$ cat config.mk
export PLATFORM = sky130hd
export DESIGN_NAME = narrow_load_decode
export DESIGN_NICKNAME = d
export VERILOG_FILES = /design/src/shared/narrow_load_pkg.sv /design/src/rtl/narrow_load_decode.sv
export SDC_FILE = /design/constraint.sdc
export NUM_CORES = 1
export LEC_CHECK = 0
export BUFFER_PORTS_ARGS = -buffer_cell sky130_fd_sc_hd__buf_2
export CAP_MARGIN = 20
export CORE_MARGIN = 3
export CORE_UTILIZATION = 57
export DETAILED_ROUTE_END_ITERATION = 8
export GPL_TIMING_DRIVEN = 0
export PLACE_DENSITY = 0.86
export SLEW_MARGIN = 20
export SYNTH_ARGS = -nofsm -noshare
export SYNTH_HDL_FRONTEND = slang
export SYNTH_SLANG_ARGS = --single-unit
$ cat constraint.sdc
create_clock -name clk -period 12.2 [get_ports clk]
set_clock_uncertainty 0.1 [all_clocks]
set_input_delay 0.61 -clock clk [delete_from_list [all_inputs] [get_ports clk]]
set_output_delay 0.61 -clock clk [all_outputs]
set_load 0.01 [all_outputs]
$ cat src/shared/narrow_load_pkg.sv
// constants, types and register map for the signed narrow load unit
// assumes one clock, a synchronous reset and a 32-bit apb register bus
package narrow_load_pkg;

	// ****************************************************
	// register map (byte addresses on apb)
	// ****************************************************
	localparam logic [7:0] OFF_CTRL = 8'h00;
	localparam logic [7:0] OFF_STATUS = 8'h04;
	localparam logic [7:0] OFF_MASK = 8'h08;
	localparam logic [7:0] OFF_LAST_ADDR = 8'h0c;
	localparam logic [7:0] OFF_LOAD_COUNT = 8'h10;

	// control fields and reset values
	localparam int CTRL_EN_BIT = 0;
	localparam int CTRL_TRAP_BIT = 1;
	localparam logic [1:0] CTRL_RESET = 2'h1;
	localparam logic [5:0] MASK_RESET = 6'h00;

	// event bits, same layout in status and mask
	localparam int EV_DONE = 0;
	localparam int EV_HINT = 1;
	localparam int EV_UNPRED = 2;
	localparam int EV_UNDEF = 3;
	localparam int EV_FAULT = 4;
	localparam int EV_FOREIGN = 5;
	localparam int NUM_EV = 6;

	// ****************************************************
	// encoding constants
	// ****************************************************
	localparam logic [3:0] REG_SP = 4'hd;
	localparam logic [3:0] REG_PC = 4'hf;
	localparam logic [11:0] HW1_USB = 12'hf91;
	localparam logic [11:0] HW1_SH_LONG_OFFSET_FIELD = 12'hf9b;
	localparam logic [11:0] HW1_SH_MAIN = 12'hf93;
	localparam logic [7:0] HW1_LOAD_HI = 8'hf9;
	localparam logic [2:0] HW1_BYTE_LO = 3'h1;
	localparam logic [2:0] HW1_HALF_LO = 3'h3;
	localparam logic [3:0] HW2_UNPRIV = 4'he;
	localparam logic [6:0] OP16_SH_REG = 7'h2f;

	typedef enum logic [3:0] {
		OP_NONE = 4'h0,
		OP_USB = 4'h1,
		OP_SB_LIT = 4'h2,
		OP_SH_IMM = 4'h3,
		OP_SH_LIT = 4'h4,
		OP_SH_REG = 4'h5,
		OP_HINT = 4'h6,
		OP_FOREIGN = 4'h7,
		OP_UNDEF = 4'h8
	} op_t;

	typedef enum logic [1:0] {
		S_IDLE = 2'b00,
		S_REQ = 2'b01,
		S_WAIT = 2'b10
	} state_t;

	typedef struct packed {
		op_t op;
		logic [3:0] rt;
		logic [3:0] rn;
		logic [3:0] rm;
		logic [11:0] imm;
		logic [1:0] shift;
		logic index;
		logic add;
		logic wback;
		logic reg_form;
		logic lit;
		logic half;
		logic unpriv;
		logic unpred;
	} dec_t;

	typedef struct packed {
		logic [31:0] addr;
		logic half;
		logic unpriv;
	} mem_req_t;

	typedef struct packed {
		logic we;
		logic [3:0] idx;
		logic [31:0] data;
	} wb_t;

endpackage : narrow_load_pkg

$ cat src/rtl/narrow_load_decode.sv
// decode and execute of signed byte and halfword loads
// assumes the pipeline supplies base, offset register and pc values
// read by the instruction's own fields, and a load unit answering once
//
// The placing of the registers and the APB register port were chosen for this implementation.
`timescale 1ns/100ps
module narrow_load_decode
	import narrow_load_pkg::*;
#(
	parameter int ADDR_W = 8
) (
	input wire logic clk,
	input wire logic rst_b,
	// issue side
	input wire logic issue_valid,
	output logic issue_ready_r,
	input wire logic [31:0] instr,
	input wire logic instr_wide,
	input wire logic [31:0] base_val,
	input wire logic [31:0] off_val,
	input wire logic [31:0] pc_val,
	// load unit side
	output logic mem_req_valid_r,
	output mem_req_t mem_req_r,
	input wire logic mem_req_ready,
	input wire logic mem_resp_valid,
	input wire logic [31:0] mem_rdata,
	input wire logic mem_fault,
	// register writeback
	output wb_t rt_wb_r,
	output wb_t rn_wb_r,
	output logic done_r,
	output logic irq_r,
	// apb slave
	input wire logic psel,
	input wire logic penable,
	input wire logic pwrite,
	input wire logic [ADDR_W-1:0] paddr,
	input wire logic [31:0] pwdata,
	output logic [31:0] prdata,
	output logic pready,
	output logic pslverr
);

	// ****************************************************
	// helpers
	// ****************************************************
	function automatic logic is_sp_pc(input logic [3:0] r);
		return (r == REG_SP) || (r == REG_PC);
	endfunction : is_sp_pc

	function automatic dec_t decode_instr(input logic [31:0] ins,
		input logic wide);
		dec_t d;
		logic [15:0] h1;
		logic [15:0] h2;
		logic p;
		logic u;
		logic w;
		d = '0;
		d.op = OP_UNDEF;
		d.index = 1'b1;
		d.add = 1'b1;
		h1 = ins[31:16];
		h2 = ins[15:0];
		p = h2[10];
		u = h2[9];
		w = h2[8];
		if (!wide) begin
			if (h2[15:9] == OP16_SH_REG) begin
				d.op = OP_SH_REG;
				d.rm = {1'b0, h2[8:6]};
				d.rn = {1'b0, h2[5:3]};
				d.rt = {1'b0, h2[2:0]};
				d.half = 1'b1;
				d.reg_form = 1'b1;
			end
		end else begin
			d.rn = h1[3:0];
			d.rt = h2[15:12];
			d.rm = h2[3:0];
			d.imm = h2[11:0];
			d.half = (h1[6:4] == HW1_HALF_LO);
			if (h1[15:8] == HW1_LOAD_HI && h1[6:4] == HW1_BYTE_LO &&
				d.rn == REG_PC) begin
				// byte literal, reached from the unpriv byte encoding
				d.op = (d.rt == REG_PC) ? OP_HINT : OP_SB_LIT;
				d.lit = 1'b1;
				d.add = h1[7];
				d.unpred = (d.rt == REG_SP);
			end else if (h1[15:8] == HW1_LOAD_HI && d.half &&
				d.rn == REG_PC) begin
				d.op = (d.rt == REG_PC) ? OP_HINT : OP_SH_LIT;
				d.lit = 1'b1;
				d.add = h1[7];
				d.unpred = (d.rt == REG_SP);
			end else if (h1[15:4] == HW1_USB && h2[11:8] == HW2_UNPRIV) begin
				d.op = OP_USB;
				d.imm = {4'h0, h2[7:0]};
				d.unpriv = 1'b1;
				d.unpred = is_sp_pc(d.rt);
			end else if (h1[15:4] == HW1_SH_LONG_OFFSET_FIELD) begin
				d.op = (d.rt == REG_PC) ? OP_HINT : OP_SH_IMM;
				d.unpred = (d.rt == REG_SP);
			end else if (h1[15:4] == HW1_SH_MAIN && h2[11]) begin
				d.imm = {4'h0, h2[7:0]};
				d.index = p;
				d.add = u;
				d.wback = w;
				if (d.rt == REG_PC && p && !u && !w) begin
					d.op = OP_HINT;
				end else if (p && u && !w) begin
					d.op = OP_FOREIGN;
				end else if (!p && !w) begin
					d.op = OP_UNDEF;
				end else begin
					d.op = OP_SH_IMM;
					d.unpred = is_sp_pc(d.rt) || (w && d.rn == d.rt);
				end
			end else if (h1[15:4] == HW1_SH_MAIN && h2[11:6] == 6'h00) begin
				d.op = (d.rt == REG_PC) ? OP_HINT : OP_SH_REG;
				d.reg_form = 1'b1;
				d.shift = h2[5:4];
				d.unpred = (d.rt == REG_SP) || is_sp_pc(d.rm);
			end
		end
		return d;
	endfunction : decode_instr

	function automatic logic [31:0] sign_ext(input logic [31:0] v,
		input logic half);
		return half ? {{16{v[15]}}, v[15:0]} : {{24{v[7]}}, v[7:0]};
	endfunction : sign_ext

	// ****************************************************
	// decode and address forming
	// ****************************************************
	state_t state_r;
	state_t state_nxt;
	dec_t dec;
	dec_t dec_r;
	logic fire;
	logic exec;
	logic [1:0] ctrl_r;
	logic [NUM_EV-1:0] status_r;
	logic [NUM_EV-1:0] status_nxt;
	logic [NUM_EV-1:0] mask_r;
	logic [NUM_EV-1:0] ev;
	logic [NUM_EV-1:0] w1c;
	logic [31:0] base;
	logic [31:0] offset;
	logic [31:0] off_addr;
	logic [31:0] base_r;
	logic [31:0] offset_r;
	logic [31:0] off_addr_r;
	logic [31:0] last_addr_r;
	logic [31:0] load_count_r;

	assign fire = issue_valid && issue_ready_r;
	assign dec = decode_instr(instr, instr_wide);
	// loads run unless unpredictable and trapping is on
	assign exec = (dec.op == OP_USB || dec.op == OP_SB_LIT ||
		dec.op == OP_SH_IMM || dec.op == OP_SH_LIT ||
		dec.op == OP_SH_REG) && !(dec.unpred && ctrl_r[CTRL_TRAP_BIT]);

	// literal base is the word-aligned pc
	assign base = dec.lit ? {pc_val[31:2], 2'b00} : base_val;
	// lsl by 0-3 never needs the carry in and writes no flags
	assign offset = dec.reg_form ? (off_val << dec.shift)
		: {20'h00000, dec.imm};
	assign off_addr = dec.add ? base + offset : base - offset;

	// ****************************************************
	// sequencing
	// ****************************************************
	always_comb begin
		state_nxt = state_r;
		case (state_r)
			S_IDLE: begin
				if (fire && exec) begin
					state_nxt = S_REQ;
				end
			end
			S_REQ: begin
				if (mem_req_ready) begin
					state_nxt = S_WAIT;
				end
			end
			S_WAIT: begin
				if (mem_resp_valid) begin
					state_nxt = S_IDLE;
				end
			end
			default: begin
				state_nxt = S_IDLE;
			end
		endcase
	end

	// state and issue handshake
	always_ff @(posedge clk) begin
		if (!rst_b) begin
			state_r <= S_IDLE;
			issue_ready_r <= 1'b0;
		end else begin
			state_r <= state_nxt;
			issue_ready_r <= (state_nxt == S_IDLE) && ctrl_r[CTRL_EN_BIT];
		end
	end

	// operands captured at issue
	always_ff @(posedge clk) begin
		if (!rst_b) begin
			dec_r <= '0;
			base_r <= 32'h00000000;
			offset_r <= 32'h00000000;
			off_addr_r <= 32'h00000000;
		end else if (fire) begin
			dec_r <= dec;
			base_r <= base;
			offset_r <= offset;
			off_addr_r <= off_addr;
		end
	end

	// load request to the load unit
	always_ff @(posedge clk) begin
		if (!rst_b) begin
			mem_req_valid_r <= 1'b0;
			mem_req_r <= '0;
		end else if (fire && exec) begin
			mem_req_valid_r <= 1'b1;
			mem_req_r.addr <= dec.index ? off_addr : base;
			mem_req_r.half <= dec.half;
			mem_req_r.unpriv <= dec.unpriv;
		end else if (state_r == S_REQ && mem_req_ready) begin
			mem_req_valid_r <= 1'b0;
		end
	end

	// writeback; on a fault nothing is written
	always_ff @(posedge clk) begin
		if (!rst_b) begin
			rt_wb_r <= '0;
			rn_wb_r <= '0;
			done_r <= 1'b0;
		end else begin
			rt_wb_r.we <= 1'b0;
			rn_wb_r.we <= 1'b0;
			done_r <= fire && !exec;
			if (state_r == S_WAIT && mem_resp_valid) begin
				done_r <= 1'b1;
				rt_wb_r.we <= !mem_fault;
				rt_wb_r.idx <= dec_r.rt;
				rt_wb_r.data <= sign_ext(mem_rdata, dec_r.half);
				rn_wb_r.we <= !mem_fault && dec_r.wback;
				rn_wb_r.idx <= dec_r.rn;
				rn_wb_r.data <= off_addr_r;
			end
		end
	end

	// ****************************************************
	// events, status, interrupt
	// ****************************************************
	always_comb begin
		ev = '0;
		ev[EV_HINT] = fire && dec.op == OP_HINT;
		ev[EV_FOREIGN] = fire && dec.op == OP_FOREIGN;
		ev[EV_UNDEF] = fire && (dec.op == OP_UNDEF || dec.op == OP_NONE);
		ev[EV_UNPRED] = fire && dec.unpred;
		ev[EV_FAULT] = state_r == S_WAIT && mem_resp_valid && mem_fault;
		ev[EV_DONE] = state_r == S_WAIT && mem_resp_valid && !mem_fault;
	end

	// set wins over a same-cycle write-one clear
	assign status_nxt = (status_r & ~w1c) | ev;

	always_ff @(posedge clk) begin
		if (!rst_b) begin
			status_r <= '0;
			irq_r <= 1'b0;
			last_addr_r <= 32'h00000000;
			load_count_r <= 32'h00000000;
		end else begin
			status_r <= status_nxt;
			irq_r <= |(status_nxt & mask_r);
			if (fire && exec) begin
				last_addr_r <= dec.index ? off_addr : base;
			end
			if (ev[EV_DONE]) begin
				load_count_r <= load_count_r + 32'h00000001;
			end
		end
	end

	// ****************************************************
	// apb slave, one wait state per access
	// ****************************************************
	logic acc;
	logic hit;
	logic [7:0] word_addr;

	assign acc = psel && penable && pready;
	assign word_addr = 8'(paddr);
	assign hit = word_addr == OFF_CTRL || word_addr == OFF_STATUS ||
		word_addr == OFF_MASK || word_addr == OFF_LAST_ADDR ||
		word_addr == OFF_LOAD_COUNT;
	assign w1c = (acc && pwrite && word_addr == OFF_STATUS)
		? pwdata[NUM_EV-1:0] : '0;

	// control and mask writes
	always_ff @(posedge clk) begin
		if (!rst_b) begin
			ctrl_r <= CTRL_RESET;
			mask_r <= MASK_RESET;
		end else if (acc && pwrite) begin
			if (word_addr == OFF_CTRL) begin
				ctrl_r <= pwdata[1:0];
			end
			if (word_addr == OFF_MASK) begin
				mask_r <= pwdata[NUM_EV-1:0];
			end
		end
	end

	// ready, read data and error answer
	always_ff @(posedge clk) begin
		if (!rst_b) begin
			pready <= 1'b0;
			prdata <= 32'h00000000;
			pslverr <= 1'b0;
		end else begin
			pready <= psel && penable && !pready;
			pslverr <= psel && penable && !pready && !hit;
			prdata <= 32'h00000000;
			if (psel && penable && !pready && !pwrite) begin
				case (word_addr)
					OFF_CTRL: prdata <= {30'h0, ctrl_r};
					OFF_STATUS: prdata <= {26'h0, status_r};
					OFF_MASK: prdata <= {26'h0, mask_r};
					OFF_LAST_ADDR: prdata <= last_addr_r;
					OFF_LOAD_COUNT: prdata <= load_count_r;
					default: prdata <= 32'h00000000;
				endcase
			end
		end
	end
endmodule : narrow_load_decode

# Word level (Yosys, flattened, before mapping)
# Index checks and enable logic that the tools add are counted.
# classes
n_reduce_logical	69
shift	1
eq_ne	28
muxes	64
addsub	3
bitwise	4
# ops
op	count
$mux 32	5
$pmux 32 s5	1
$eq 12x12->1 const B	3
$logic_and 1x1->1	36
$mux 4	9
$add 32x1->32 const B	1
$add 32x32->32	1
$mux 16	2
$shl 32x2->32	1
$sub 32x32->32	1
$mux 15	2
$eq 4x4->1 const B	7
$mux 1	25
$mux 12	2
$mux 2	10
$mux 18	1
$mux 17	1
$eq 4x3->1 const B	4
$eq 8x4->1 const B	2
$logic_or 1x1->1	13
$and 6x6->6	2
$mux 6	2
$logic_not 1->1	9
$mux 3	3
21 further kinds	26
# word_totals
register_bits	236

# Logic depth before layout (Yosys ltp)
# Gate-level depths: netlist of run 1.
# logic_depth
word_depth	22
depth_mapped	28
depth_no_buf	24

# Worst setup path after synthesis of run 1
# No wires, ideal clock.
# synth_path
path_kind	input to register
start	in instr[10]
end	reg off_addr_r[29]
path_buffers	3
path_stages	25
setup_slack_ns	5.770
arrival_ns	6.255
cell_sequence	buf_6 or4_4 nor3_4 nand2_1 nor3_2 buf_4 buf_4 mux2i_1 o22a_1 nand3_1 a2111o_1 o31ai_2 o221ai_1 ha_1 a21oi_1 nor2_1 a211oi_1 o21ai_0 nor4_1 o31ai_1 a31oi_1 o21bai_1 a2111oi_0 a41oi_1 a21boi_0
# synth_between
elab_chain_len	13
word_cells_on_any_way	27
# synth_rtl
element	line_no	rtl
start: declaration	narrow_load_decode.sv:17	input wire logic [31:0] instr,
$logic_not 6->1	narrow_load_decode.sv:120	end else if (h1[15:4] == HW1_SH_MAIN && h2[11:6] == 6'h00) begin
$logic_and 1x1->1	narrow_load_decode.sv:120	
$mux 2	narrow_load_decode.sv:120	
$mux 2	narrow_load_decode.sv:105	end else if (h1[15:4] == HW1_SH_MAIN && h2[11]) begin
$mux 18	narrow_load_decode.sv:102	end else if (h1[15:4] == HW1_SH_LONG_OFFSET_FIELD) begin
$mux 6	narrow_load_decode.sv:97	end else if (h1[15:4] == HW1_USB && h2[11:8] == HW2_UNPRIV) begin
$mux 15	narrow_load_decode.sv:91	end else if (h1[15:8] == HW1_LOAD_HI && d.half &&
$mux 15	narrow_load_decode.sv:84	if (h1[15:8] == HW1_LOAD_HI && h1[6:4] == HW1_BYTE_LO &&
$mux 17	narrow_load_decode.sv:69	if (!wide) begin
$shl 32x2->32	narrow_load_decode.sv:169	assign offset = dec.reg_form ? (off_val << dec.shift)
$mux 32	narrow_load_decode.sv:169	
$sub 32x32->32 or $add 32x32->32 (tied branches)	narrow_load_decode.sv:171	assign off_addr = dec.add ? base + offset : base - offset;
$mux 32 *	narrow_load_decode.sv:171	
end signal: assignment	narrow_load_decode.sv:222	off_addr_r <= off_addr;
end: declaration	narrow_load_decode.sv:155	logic [31:0] off_addr_r;
# Every way passes the cells marked *; elsewhere a longest branch is shown, timed or not.
# A chain may end at the register's enable or synchronous reset.

# Worst setup path after layout of run 1
# layout_path
start	in instr[26]
end	reg off_addr_r[29]
# layout_between
elab_chain_len	13
word_cells_on_any_way	37
# layout_rtl
element	line_no
$eq 12x12->1	narrow_load_decode.sv:105, narrow_load_decode.sv:120
$logic_and 1x1->1	narrow_load_decode.sv:120
$mux 2	narrow_load_decode.sv:120
$mux 2	narrow_load_decode.sv:105
$mux 18	narrow_load_decode.sv:102
$mux 6	narrow_load_decode.sv:97
$mux 15	narrow_load_decode.sv:91
$mux 15	narrow_load_decode.sv:84
$mux 17	narrow_load_decode.sv:69
$shl 32x2->32	narrow_load_decode.sv:169
$mux 32	narrow_load_decode.sv:169
$sub 32x32->32 or $add 32x32->32 (tied branches)	narrow_load_decode.sv:171
$mux 32 *	narrow_load_decode.sv:171
# Marks and branches as above.

==> impl_results.rst, run 1 <==
.. list-table::
   :header-rows: 1

   * - Metric
     - Value
   * - Leading post-synthesis cells by instance count
     - sky130_fd_sc_hd__nand2_1, sky130_fd_sc_hd__dfxtp_1, sky130_fd_sc_hd__nor2_1
   * - Buffer cell driving the clock tree root
     - sky130_fd_sc_hd__clkbuf_16
   * - Leading post-synthesis cells by cell area
     - sky130_fd_sc_hd__dfxtp_1, sky130_fd_sc_hd__nand2_1, sky130_fd_sc_hd__a21boi_0
   * - Leakage component of the power
     - 0.00696 uW
   * - NumNets Final
     - 2165
   * - Synth Warn #
     - 0
   * - Count of routing violations after the opening detailed-route iteration
     - 1353
   * - Number of storage elements in the synthesis netlist
     - 220
   * - Final HPWL DP
     - 34800 um
   * - Area added between synthesis and finish
     - 20.7%
   * - Most frequent cell after synthesis
     - sky130_fd_sc_hd__nand2_1
   * - Fin crit share
     - 60.6%
   * - Via density
     - 6.03
   * - Library cells used by synthesis
     - 73
   * - Worst min-delay path class
     - in -> reg
   * - Post-Layout Inst Area
     - 15200 um2
   * - Clock-pin transition on the worst setup and hold timing paths
     - 0.07 ns
   * - Crit path DAT
     - 7.71 ns
   * - Horizontal extent of the die
     - 155 um
   * - Slew Limit Headroom
     - 43.9%
   * - Number of flops mapped to enable cells by yosys
     - 0
   * - Global-route congestion overflow total
     - 0
   * - Number of antenna violations at the first check in global routing
     - 1
   * - Cells on worst reg2reg path
     - 11
   * - Post-Route Utilization
     - 71.2%
   * - Final-report setup violation count
     - 0
   * - Wire length of the first global-routing pass
     - 68000 um
   * - Number of nets in the synthesized netlist
     - 1832
   * - Leading register cell type out of synthesis
     - sky130_fd_sc_hd__dfxtp_1
   * - Average wire per standard cell
     - 19.9 um
   * - Effective utilization at floorplan
     - 59.0%
   * - TritonCTS clock tree
     - done
   * - Total routing usage reported by global routing
     - 35.1%
   * - Maximum root-to-sink buffer count
     - 3
   * - Via count of the routed design
     - 13292
   * - CTS Buf Count
     - 23
   * - Final Critical Period
     - 7.39 ns
   * - Max Freq
     - 135 MHz
   * - Number of sinks handled by clock tree synthesis
     - 220
   * - Minimum setup slack after placement
     - 4.45 ns
   * - Share of final-layout standard cells stronger than drive strength 1
     - 19.9%
   * - Req. time, crit path
     - 12.52 ns
   * - Worst skew pair latency
     - 0.51 ns
   * - Floorplan row count
     - 53
   * - Post-CTS setup buffers
     - 0
   * - Post-DRT Antenna Nets
     - 0
   * - Start-to-end type of the worst setup path
     - in -> reg
   * - Pin count of the biggest net entering global routing
     - 19
   * - Result of the run
     - finished clean
   * - Count of inserted antenna diode cells
     - 0
   * - Sequential share of the synthesized area
     - 34.9%
   * - DP Area
     - 14500 um2
   * - Fraction of synthesized cell area taken by the top area cell type
     - 34.9%
   * - Maximum vdd ir drop
     - 0.0000966 V
   * - Last weighted congestion value of the routability-driven placer
     - 0.981
   * - First-pass iteration count of the detailed router
     - 7
   * - Setup TNS after final layout
     - 0 ns
   * - Core ar.
     - 21400 um2
   * - Final routed wirelength across all metal layers
     - 44000 um
   * - Number of levels in the clock H-tree
     - 1
   * - Port-buffer cells
     - 307
   * - Max FO, Critical Path
     - 10
   * - Worst Max-Slew Pin Slew
     - 0.838 ns
   * - Startpoint type of the worst setup path
     - primary input
   * - Post-synthesis area per instance
     - 7.97 um2
   * - Die Outline Area
     - 24000 um2
   * - DRC violations left
     - 0
   * - Resize count post-CTS
     - 0
   * - Library cell with the largest summed area after synthesis
     - sky130_fd_sc_hd__dfxtp_1
   * - Vertical die dimension
     - 155 um
   * - Post-Syn Instances
     - 1584
   * - Share of async-settable or async-resettable flops after synthesis
     - 0%
   * - Number of global-route vias before repair
     - 12677
   * - Num ports
     - 356
   * - Power density normalized to cell area
     - 107 nW/um2
   * - Number of max-cap violations
     - 0
   * - Crit. End Element
     - flip-flop
   * - Number of hold-repair buffers added at the cts stage
     - 0
   * - Area of the mapped netlist
     - 12600 um2
   * - Hold-critical path depth
     - 3
   * - Final Hold Fails
     - 0
   * - Number of max-slew violations in the final report
     - 0
   * - RSZ-0062 raised after global routing
     - no
   * - Min setup slack post-route
     - 4.81 ns
==> sequential cells by signal, summed over array words and instances, names as in the netlist, 2 cells and up <==
| name | flops |
|---|---|
| rn_wb_r | 37 |
| last_addr_r | 32 |
| load_count_r | 32 |
| off_addr_r | 32 |
| prdata | 32 |
| rt_wb_r | 21 |
| dec_r | 10 |
| mask_r | 6 |
| status_r | 6 |
| ctrl_r | 2 |
| mem_req_r | 2 |
| state_r | 2 |
==> through the flow <==
stage                     instances  total power (uW)  hold slack [ns]
after floorplan                1584               867            0.340
after global placement         2166               950            0.348
after detailed placement       2166               953            0.356
after CTS                      2205              1630            0.255
after global routing           2206              1680            0.260
final                          2206              1640            0.261
==> power breakdown <==
group          switching (uW)  internal [uW]  total (uW)
registers                10.9            732         743
clock network             290            403         692
logic                     124           78.1         202
==> cell usage in the layout, fill, tap and decap left out, types with 7 or more instances in the layout <==
master,n
sky130_fd_sc_hd__a21boi_0,70
sky130_fd_sc_hd__a21oi_1,55
sky130_fd_sc_hd__a221oi_1,7
sky130_fd_sc_hd__a22oi_1,33
sky130_fd_sc_hd__a31oi_1,18
sky130_fd_sc_hd__and2_1,54
sky130_fd_sc_hd__and3_1,16
sky130_fd_sc_hd__and4_1,7
sky130_fd_sc_hd__buf_1,13
sky130_fd_sc_hd__buf_2,309
sky130_fd_sc_hd__buf_4,18
sky130_fd_sc_hd__clkbuf_1,85
sky130_fd_sc_hd__clkbuf_16,23
sky130_fd_sc_hd__dfxtp_1,220
sky130_fd_sc_hd__ha_1,37
sky130_fd_sc_hd__inv_1,24
sky130_fd_sc_hd__mux2i_1,46
sky130_fd_sc_hd__nand2_1,353
sky130_fd_sc_hd__nand2b_1,8
sky130_fd_sc_hd__nand3_1,48
sky130_fd_sc_hd__nand4_1,17
sky130_fd_sc_hd__nor2_1,88
sky130_fd_sc_hd__nor2b_1,30
sky130_fd_sc_hd__nor3_1,16
sky130_fd_sc_hd__nor3b_1,8
sky130_fd_sc_hd__o211a_1,39
sky130_fd_sc_hd__o211ai_1,12
sky130_fd_sc_hd__o21a_1,11
sky130_fd_sc_hd__o21ai_0,52
sky130_fd_sc_hd__o21bai_1,8
sky130_fd_sc_hd__o221ai_1,15
sky130_fd_sc_hd__or3_1,8
sky130_fd_sc_hd__xnor2_1,54
sky130_fd_sc_hd__xor2_1,18
==> worst paths after layout <==
kind | endpoint | from | slack (ns)
max | off_addr_r[29]$_SDFFE_PN0P_ | instr[26] | 4.81
min reg2reg | rt_wb_r[2]$_SDFFE_PN0P_ | rt_wb_r[2]$_SDFFE_PN0P_ | 0.36
max reg2reg | load_count_r[31]$_SDFFE_PN0P_ | state_r[1]$_SDFF_PN0_ | 8.51
min | rt_wb_r[3]$_SDFFE_PN0P_ | mem_rdata[3] | 0.26
==> final cells by class <==
| cell class | count | area (um2) |
|---|---|---|
| Clock inverter | 9 | 111 |
| Multi-Input combinational cell | 1225 | 7620 |
| Buffer | 115 | 517 |
| Sequential cell | 220 | 4400 |
| Tap cell | 275 | 344 |
| Clock buffer | 30 | 622 |
| Inverter | 24 | 90.1 |
| Fill cell | 1769 | 6170 |
| Timing Repair Buffer | 308 | 1540 |
==> critical path, cell delays in order <==
cell                        delay, ns
sky130_fd_sc_hd__buf_2           0.09
sky130_fd_sc_hd__nand4bb_1       0.22
sky130_fd_sc_hd__nor2_1          0.50
sky130_fd_sc_hd__o21a_1          0.33
sky130_fd_sc_hd__nor2_1          0.09
sky130_fd_sc_hd__a31oi_1         0.37
sky130_fd_sc_hd__buf_2           0.32
sky130_fd_sc_hd__buf_1           0.44
sky130_fd_sc_hd__a21oi_1         0.10
sky130_fd_sc_hd__a21oi_1         0.18
sky130_fd_sc_hd__ha_1            0.23
sky130_fd_sc_hd__and4_1          0.24
sky130_fd_sc_hd__nand2_1         0.11
sky130_fd_sc_hd__o31ai_2         0.57
sky130_fd_sc_hd__o221ai_1        0.28
sky130_fd_sc_hd__ha_1            0.44
sky130_fd_sc_hd__a21oi_1         0.18
sky130_fd_sc_hd__nor2_1          0.06
sky130_fd_sc_hd__a211oi_1        0.30
sky130_fd_sc_hd__o21ai_0         0.16
sky130_fd_sc_hd__nor4_1          0.39
sky130_fd_sc_hd__o31ai_1         0.20
sky130_fd_sc_hd__a31oi_1         0.34
sky130_fd_sc_hd__o21bai_1        0.21
sky130_fd_sc_hd__a2111oi_0       0.45
sky130_fd_sc_hd__a41oi_1         0.09
sky130_fd_sc_hd__a21boi_0        0.21
==> cells by family after synthesis <==
kind of cell / Yosys count / share of synthesized area, %
xor gates and xnor gates: 72 / 4.99
adders and majority gates: 38 / 3.82
muxes: 52 / 4.36
buffers and inverters: 139 / 4.80
AOI/OAI and AO/OA: 388 / 22.4
and+or+nand+nor: 675 / 24.7
DFF: 220 / 34.9
==> layer usage <==
layer / global-route usage [%] / wire [um] / vias up
li1: - / - / 6237
met1: 45.1 / 17700 / 6242
met2: 58.7 / 20500 / 693
met3: 6.93 / 4050 / 118
met4: 12.8 / 1720 / 2
met5: 0 / 13 / -
No activity file was read; power rests on OpenSTA's default activity.
==> run 2: changes to the inputs <==
--- a/config.mk
+++ b/config.mk
@@ -8,10 +8,10 @@
 export BUFFER_PORTS_ARGS = -buffer_cell sky130_fd_sc_hd__buf_2
 export CAP_MARGIN = 20
 export CORE_MARGIN = 3
-export CORE_UTILIZATION = 57
+export CORE_UTILIZATION = 48
 export DETAILED_ROUTE_END_ITERATION = 8
 export GPL_TIMING_DRIVEN = 0
-export PLACE_DENSITY = 0.86
+export PLACE_DENSITY = 0.77
 export SLEW_MARGIN = 20
 export SYNTH_ARGS = -nofsm -noshare
 export SYNTH_HDL_FRONTEND = slang
==> constraint.sdc (replaced) <==
create_clock -name clk -period 6.5 [get_ports clk]
set_clock_uncertainty 0.1 [all_clocks]
set_input_delay 0.325 -clock clk [delete_from_list [all_inputs] [get_ports clk]]
set_output_delay 0.325 -clock clk [all_outputs]
set_load 0.01 [all_outputs]
==> impl_results.rst, run 2 (synthesis results as in run 1) <==
.. list-table::
   :header-rows: 1

   * - Metric
     - Value
   * - Fin crit share
     - 95.0%
   * - Leakage component of the power
     - 0.00708 uW
   * - Floorplan row count
     - 58
   * - Number of max-cap violations
     - 0
   * - WHS
     - 0.0186 ns
   * - Maximum vdd ir drop
     - 0.000160 V
   * - Post-Layout Inst Area
     - 15600 um2
   * - Cell type group with the largest total delay on the critical path
     - compound AO/OA/AOI/OAI gates
   * - Num ports
     - 356
   * - Commonest cells after routing, fill and taps aside
     - sky130_fd_sc_hd__nand2_1, sky130_fd_sc_hd__buf_2, sky130_fd_sc_hd__dfxtp_1
   * - Reg-to-reg setup timing slack
     - 2.83 ns
   * - Number of antenna violations at the first check in global routing
     - 1
   * - Biggest cell delay along the critical path
     - 0.54 ns
   * - TritonCTS clock tree
     - done
   * - Worst Max-Slew Pin Slew
     - 0.979 ns
   * - FILL cells
     - 2329
   * - CTS Buf Count
     - 23
   * - Area of combinational cells with multiple inputs
     - 7690 um2
   * - Final routed wirelength across all metal layers
     - 44100 um
   * - Slew Limit Headroom
     - 34.2%
   * - Wire length of the first global-routing pass
     - 67100 um
   * - Startpoint type of the worst setup path
     - primary input
   * - Number of max-slew violations in the final report
     - 0
   * - Slowest library cell on the worst path
     - sky130_fd_sc_hd__a221oi_1
   * - Cells on worst reg2reg path
     - 11
   * - Max reg flops
     - 37
   * - Req. time, crit path
     - 6.84 ns
   * - Crit. End Element
     - flip-flop
   * - Final-report setup violation count
     - 0
   * - Pin count of the biggest net entering global routing
     - 19
   * - Number of buffers and inverters on the critical path
     - 2
   * - End point of the worst hold path
     - state_r[1]$_SDFF_PN0_
   * - Core ar.
     - 25500 um2
   * - Hold Crit Start
     - mem_req_ready
   * - Total area of sequential cells
     - 4400 um2
   * - Area added between synthesis and finish
     - 23.4%
   * - Count of routing violations after the opening detailed-route iteration
     - 1423
   * - Worst skew pair latency
     - 0.53 ns
   * - Post-DRT Antenna Nets
     - 0
   * - Final Critical Period
     - 6.18 ns
   * - Register bank with the most flops
     - rn_wb_r
   * - Worst path cell trace
     - clkbuf_1 > or3_1 > nor3_2 > o21a_2 > nor2_1 > clkbuf_1 > a31o_2 > a221oi_1 > and4_1 > nand2_1 > o31ai_4 > o221ai_1 > ha_1 > a21oi_1 > nor2_1 > a211oi_2 > o21ai_0 > nor4_2 > o31ai_2 > a31oi_2 > o21bai_2 > a2111oi_1 > a41oi_1 > a21boi_0
   * - Die Outline Area
     - 28300 um2
   * - Hold-critical path depth
     - 3
   * - First-pass iteration count of the detailed router
     - 9
   * - Effective utilization at floorplan
     - 49.4%
   * - Maximum root-to-sink buffer count
     - 3
   * - Worst setup path startpoint
     - instr[23]
   * - Final HPWL DP
     - 35100 um
   * - Buffer cell driving the clock tree root
     - sky130_fd_sc_hd__clkbuf_16
   * - Last weighted congestion value of the routability-driven placer
     - 0.950
   * - Number of levels in the clock H-tree
     - 1
   * - Horizontal extent of the die
     - 168 um
   * - Number of sinks handled by clock tree synthesis
     - 220
   * - Average wire per standard cell
     - 19.3 um
   * - Result of the run
     - finished clean
   * - Number of global-route vias before repair
     - 12098
   * - Port-buffer cells
     - 307
   * - Clock-pin transition on the worst setup and hold timing paths
     - 0.07 ns
   * - Launch point of the worst reg-to-reg path
     - state_r[1]$_SDFF_PN0_
   * - End of the worst register-to-register path
     - load_count_r[31]$_SDFFE_PN0P_
   * - NumNets Final
     - 2183
   * - Max Freq
     - 162 MHz
   * - Final Hold Fails
     - 0
   * - DRC violations left
     - 0
   * - Most frequent standard cell in the layout excluding fill and tap cells
     - sky130_fd_sc_hd__nand2_1
   * - Via density
     - 5.83
   * - Total routing usage reported by global routing
     - 29.4%
   * - Global-route congestion overflow total
     - 0
   * - Max FO, Critical Path
     - 10
   * - Worst min-delay path class
     - in -> reg
   * - DP Area
     - 14600 um2
   * - Vertical die dimension
     - 168 um
   * - Share of final-layout standard cells stronger than drive strength 1
     - 20.8%
   * - Start-to-end type of the worst setup path
     - in -> reg
   * - Crit path DAT
     - 6.52 ns
   * - Power density normalized to cell area
     - 198 nW/um2
   * - Via count of the routed design
     - 13301
## run 2: cell types whose count changed in the layout (fill, tap and decap cells not counted), sizes merged
cell         delta
buf             +4
diode           +1
bufinv          -1
clkinvlp        -2
clkbuf          +2
inv             +2
dlygate4sd3    +13
## run 2: area by class of cell
class / count / area share, %
multi-input combinational: 1225 / 49.3
antenna: 1 / 0.0161
sequential: 220 / 28.3
clock buffer: 31 / 4.27
inverter: 24 / 0.578
buffer: 115 / 3.38
clock inverter: 8 / 0.538
tap: 330 / 2.65
timing repair buffer: 326 / 11.0
## run 2: worst max path at each step
stage / end / slack, ns / cells past startpoint
after floorplan: off_addr_r[29]$_SDFFE_PN0P_ / 0.35 / 25
after global placement: off_addr_r[29]$_SDFFE_PN0P_ / -0.91 / 27
after detailed placement: off_addr_r[29]$_SDFFE_PN0P_ / -0.98 / 27
after CTS: off_addr_r[29]$_SDFFE_PN0P_ / 0.08 / 25
after global routing: off_addr_r[29]$_SDFFE_PN0P_ / -0.01 / 27
final: off_addr_r[29]$_SDFFE_PN0P_ / 0.32 / 24
## run 2: layer usage
metal | vias up | global-route usage, % | part of all wire [%]
met2 | 686 | 49.1 | 46
met3 | 97 | 4.63 | 9.2
met1 | 6252 | 39.5 | 41
met5 | - | 0 | 0
met4 | 0 | 8.47 | 3.2
li1 | 6266 | - | -
## run 2: through the flow
stage	utilization, %	setup TNS [ns]	cells	total power [uW]	setup WS, ns
2_1_floorplan	-	0	1584	1630	0.355
3_3_place_gp	57.1	-10.75	2221	1780	-0.910
3_5_place_dp	57.1	-11.32	2221	1790	-0.976
4_1_cts	60.7	0	2273	3080	0.0759
5_1_grt	61.0	-0.0110	2280	3190	-0.0110
6_report	61.0	0	2280	3090	0.322
## run 2: power by group
part           switching (uW)  leakage, uW  internal (uW)
clock                     545     0.000377            760
combinational             235      0.00492            152
sequential               21.4      0.00178           1370
total                     801      0.00708           2290
## run 2: what timing repair did
item / 4_1_cts / 5_1_grt
endpoints found under the hold margin: 15 / 0
hold buffers: 13 / 0
buffers inserted: 0 / 6
pin swaps: 1 / 3
resized for setup: 9 / 12
setup endpoints to repair: 8 / 15
## run 2: worst reg2reg max path: cells and delay by family (launching register included)
family | cells | cell delay [ns]
buf+inv | 2 | 0.56
flops | 1 | 0.41
simple gates | 8 | 2.34
compound gates | 1 | 0.19
==> run 3: changes to the inputs <==
--- a/config.mk
+++ b/config.mk
@@ -12,6 +12,7 @@
 export DETAILED_ROUTE_END_ITERATION = 8
 export GPL_TIMING_DRIVEN = 0
 export PLACE_DENSITY = 0.77
+export RECOVER_POWER = 100
 export SLEW_MARGIN = 20
 export SYNTH_ARGS = -nofsm -noshare
 export SYNTH_HDL_FRONTEND = slang
==> impl_results.rst, run 3 (synthesis results as in run 1) <==
.. list-table::
   :header-rows: 1

   * - Metric
     - Value
   * - Slew Limit Headroom
     - 33.9%
   * - Port-buffer cells
     - 307
   * - Fin crit share
     - 95.4%
   * - Max FO, Critical Path
     - 10
   * - Average wire per standard cell
     - 19.4 um
   * - CTS Buf Count
     - 23
   * - Horizontal extent of the die
     - 168 um
   * - Number of max-slew violations in the final report
     - 0
   * - Register bank with the most flops
     - rn_wb_r
   * - Most frequent standard cell in the layout excluding fill and tap cells
     - sky130_fd_sc_hd__nand2_1
   * - Number of global-route vias before repair
     - 12098
   * - Maximum vdd ir drop
     - 0.000160 V
   * - Final HPWL DP
     - 35100 um
   * - Hold Crit Start
     - mem_req_ready
   * - Reg-to-reg setup timing slack
     - 2.83 ns
   * - Leakage component of the power
     - 0.00646 uW
   * - Req. time, crit path
     - 6.84 ns
   * - End of the worst register-to-register path
     - load_count_r[31]$_SDFFE_PN0P_
   * - FILL cells
     - 2410
   * - Hold-critical path depth
     - 3
   * - Power density normalized to cell area
     - 200 nW/um2
   * - Post-DRT Antenna Nets
     - 0
   * - Startpoint type of the worst setup path
     - primary input
   * - Number of sinks handled by clock tree synthesis
     - 220
   * - Final Critical Period
     - 6.20 ns
   * - Final Hold Fails
     - 0
   * - Cells on worst reg2reg path
     - 11
   * - Last weighted congestion value of the routability-driven placer
     - 0.950
   * - WHS
     - 0.0305 ns
   * - Number of antenna violations at the first check in global routing
     - 1
   * - End point of the worst hold path
     - state_r[1]$_SDFF_PN0_
   * - Clock-pin transition on the worst setup and hold timing paths
     - 0.06 ns
   * - Via count of the routed design
     - 13262
   * - Worst skew pair latency
     - 0.52 ns
   * - Number of max-cap violations
     - 0
   * - Number of levels in the clock H-tree
     - 1
   * - Max Freq
     - 161 MHz
   * - Crit. End Element
     - flip-flop
   * - Via density
     - 5.81
   * - Worst Max-Slew Pin Slew
     - 0.984 ns
   * - Effective utilization at floorplan
     - 49.4%
   * - First-pass iteration count of the detailed router
     - 6
   * - Floorplan row count
     - 58
   * - Total routing usage reported by global routing
     - 29.4%
   * - Core ar.
     - 25500 um2
   * - Final routed wirelength across all metal layers
     - 44200 um
   * - Num ports
     - 356
   * - Maximum root-to-sink buffer count
     - 3
   * - Worst min-delay path class
     - in -> reg
   * - NumNets Final
     - 2183
   * - Placed instance count
     - 2221
   * - DP Area
     - 14600 um2
   * - Count of routing violations after the opening detailed-route iteration
     - 1393
   * - Share of final-layout standard cells stronger than drive strength 1
     - 14.0%
   * - Start-to-end type of the worst setup path
     - in -> reg
   * - Buffer cell driving the clock tree root
     - sky130_fd_sc_hd__clkbuf_16
   * - Commonest cells after routing, fill and taps aside
     - sky130_fd_sc_hd__nand2_1, sky130_fd_sc_hd__clkbuf_1, sky130_fd_sc_hd__dfxtp_1
   * - DRC violations left
     - 0
   * - Final-report setup violation count
     - 0
   * - Vertical die dimension
     - 168 um
   * - Result of the run
     - finished clean
   * - Post-Layout Inst Area
     - 15400 um2
   * - Area added between synthesis and finish
     - 22.1%
   * - Launch point of the worst reg-to-reg path
     - state_r[1]$_SDFF_PN0_
   * - Post-Route Utilization
     - 60.4%
   * - Crit path DAT
     - 6.54 ns
   * - Global-route congestion overflow total
     - 0
   * - Post-route non-filler standard cell count
     - 2281
   * - Wire length of the first global-routing pass
     - 67100 um
   * - TritonCTS clock tree
     - done
   * - Pin count of the biggest net entering global routing
     - 19
   * - Die Outline Area
     - 28300 um2
   * - Max reg flops
     - 37
==> run 3: changes by cell type in the layout (fill, tap and decap cells not counted), sizes merged <==
cell / before / now
clkbuf: 113 / 270
diode: 1 / 2
buf: 346 / 189
==> run 3: metrics by stage <==
step | worst slack, ns | power (uW) | setup TNS [ns]
2_1_floorplan | 0.355 | 1630 | 0
3_3_place_gp | -0.910 | 1780 | -10.75
3_5_place_dp | -0.976 | 1790 | -11.32
4_1_cts | 0.0759 | 3080 | 0
5_1_grt | -0.0153 | 3190 | -0.0153
6_report | 0.298 | 3080 | 0
==> run 3: worst max path at each step <==
stage | startpoint | endpoint | cells after the start
CTS | instr[8] | off_addr_r[29]$_SDFFE_PN0P_ | 25
global route | instr[23] | off_addr_r[29]$_SDFFE_PN0P_ | 27
finish | instr[23] | off_addr_r[29]$_SDFFE_PN0P_ | 24
global placement | instr[26] | off_addr_r[29]$_SDFFE_PN0P_ | 27
floorplan | instr[10] | off_addr_r[29]$_SDFFE_PN0P_ | 25
detailed placement | instr[26] | off_addr_r[29]$_SDFFE_PN0P_ | 27
==> run 3: what timing repair did <==
item                                    in CTS  in global routing
hold buffers                                13                  0
cloned                                       0                  0
buffers inserted                             0                  6
resized for setup                            9                 12
pin swaps                                    1                  3
endpoints found under the setup margin       8                 15
endpoints found under the hold margin       15                  0
==> run 3: critical path, cell delays in order <==
cell,delay [ns]
sky130_fd_sc_hd__clkbuf_1,0.19
sky130_fd_sc_hd__or3_1,0.40
sky130_fd_sc_hd__nor3_2,0.22
sky130_fd_sc_hd__o21a_2,0.26
sky130_fd_sc_hd__nor2_1,0.11
sky130_fd_sc_hd__clkbuf_1,0.25
sky130_fd_sc_hd__a31o_1,0.40
sky130_fd_sc_hd__a221oi_1,0.56
sky130_fd_sc_hd__and4_1,0.32
sky130_fd_sc_hd__nand2_1,0.12
sky130_fd_sc_hd__o31ai_4,0.37
sky130_fd_sc_hd__o221ai_1,0.21
sky130_fd_sc_hd__ha_1,0.41
sky130_fd_sc_hd__a21oi_1,0.18
sky130_fd_sc_hd__nor2_1,0.08
sky130_fd_sc_hd__a211oi_2,0.26
sky130_fd_sc_hd__o21ai_0,0.18
sky130_fd_sc_hd__nor4_2,0.36
sky130_fd_sc_hd__o31ai_2,0.16
sky130_fd_sc_hd__a31oi_2,0.34
sky130_fd_sc_hd__o21bai_2,0.15
sky130_fd_sc_hd__a2111oi_1,0.42
sky130_fd_sc_hd__a41oi_1,0.08
sky130_fd_sc_hd__a21boi_0,0.16
==> run 3: power breakdown <==
part | internal [uW] | switching [uW] | total [uW]
Combinational | 149 | 235 | 383
Clock | 760 | 540 | 1300
Sequential | 1370 | 21.7 | 1400
==> run 3: per-layer routing <==
| layer | up-vias | share of wire (%) | GRT usage (%) |
|---|---|---|---|
| li1 | 6273 | - | - |
| met1 | 6215 | 42 | 39.5 |
| met2 | 667 | 46 | 49.1 |
| met3 | 107 | 9.2 | 4.63 |
| met4 | 0 | 3.3 | 8.47 |
| met5 | - | 0 | 0 |
==> run 3: final cells by class <==
cell class / count / area [um2] / share of cell area, %
diodes: 2 / 5.00 / 0.0324
plain buffers: 115 / 527 / 3.41
clock buffers: 31 / 666 / 4.31
clock inverters: 8 / 83.8 / 0.543
inverters: 24 / 90.1 / 0.584
multi-input cells: 1225 / 7690 / 49.9
flip-flops and latches: 220 / 4400 / 28.5
well taps: 330 / 413 / 2.68
repair buffers: 326 / 1550 / 10.0
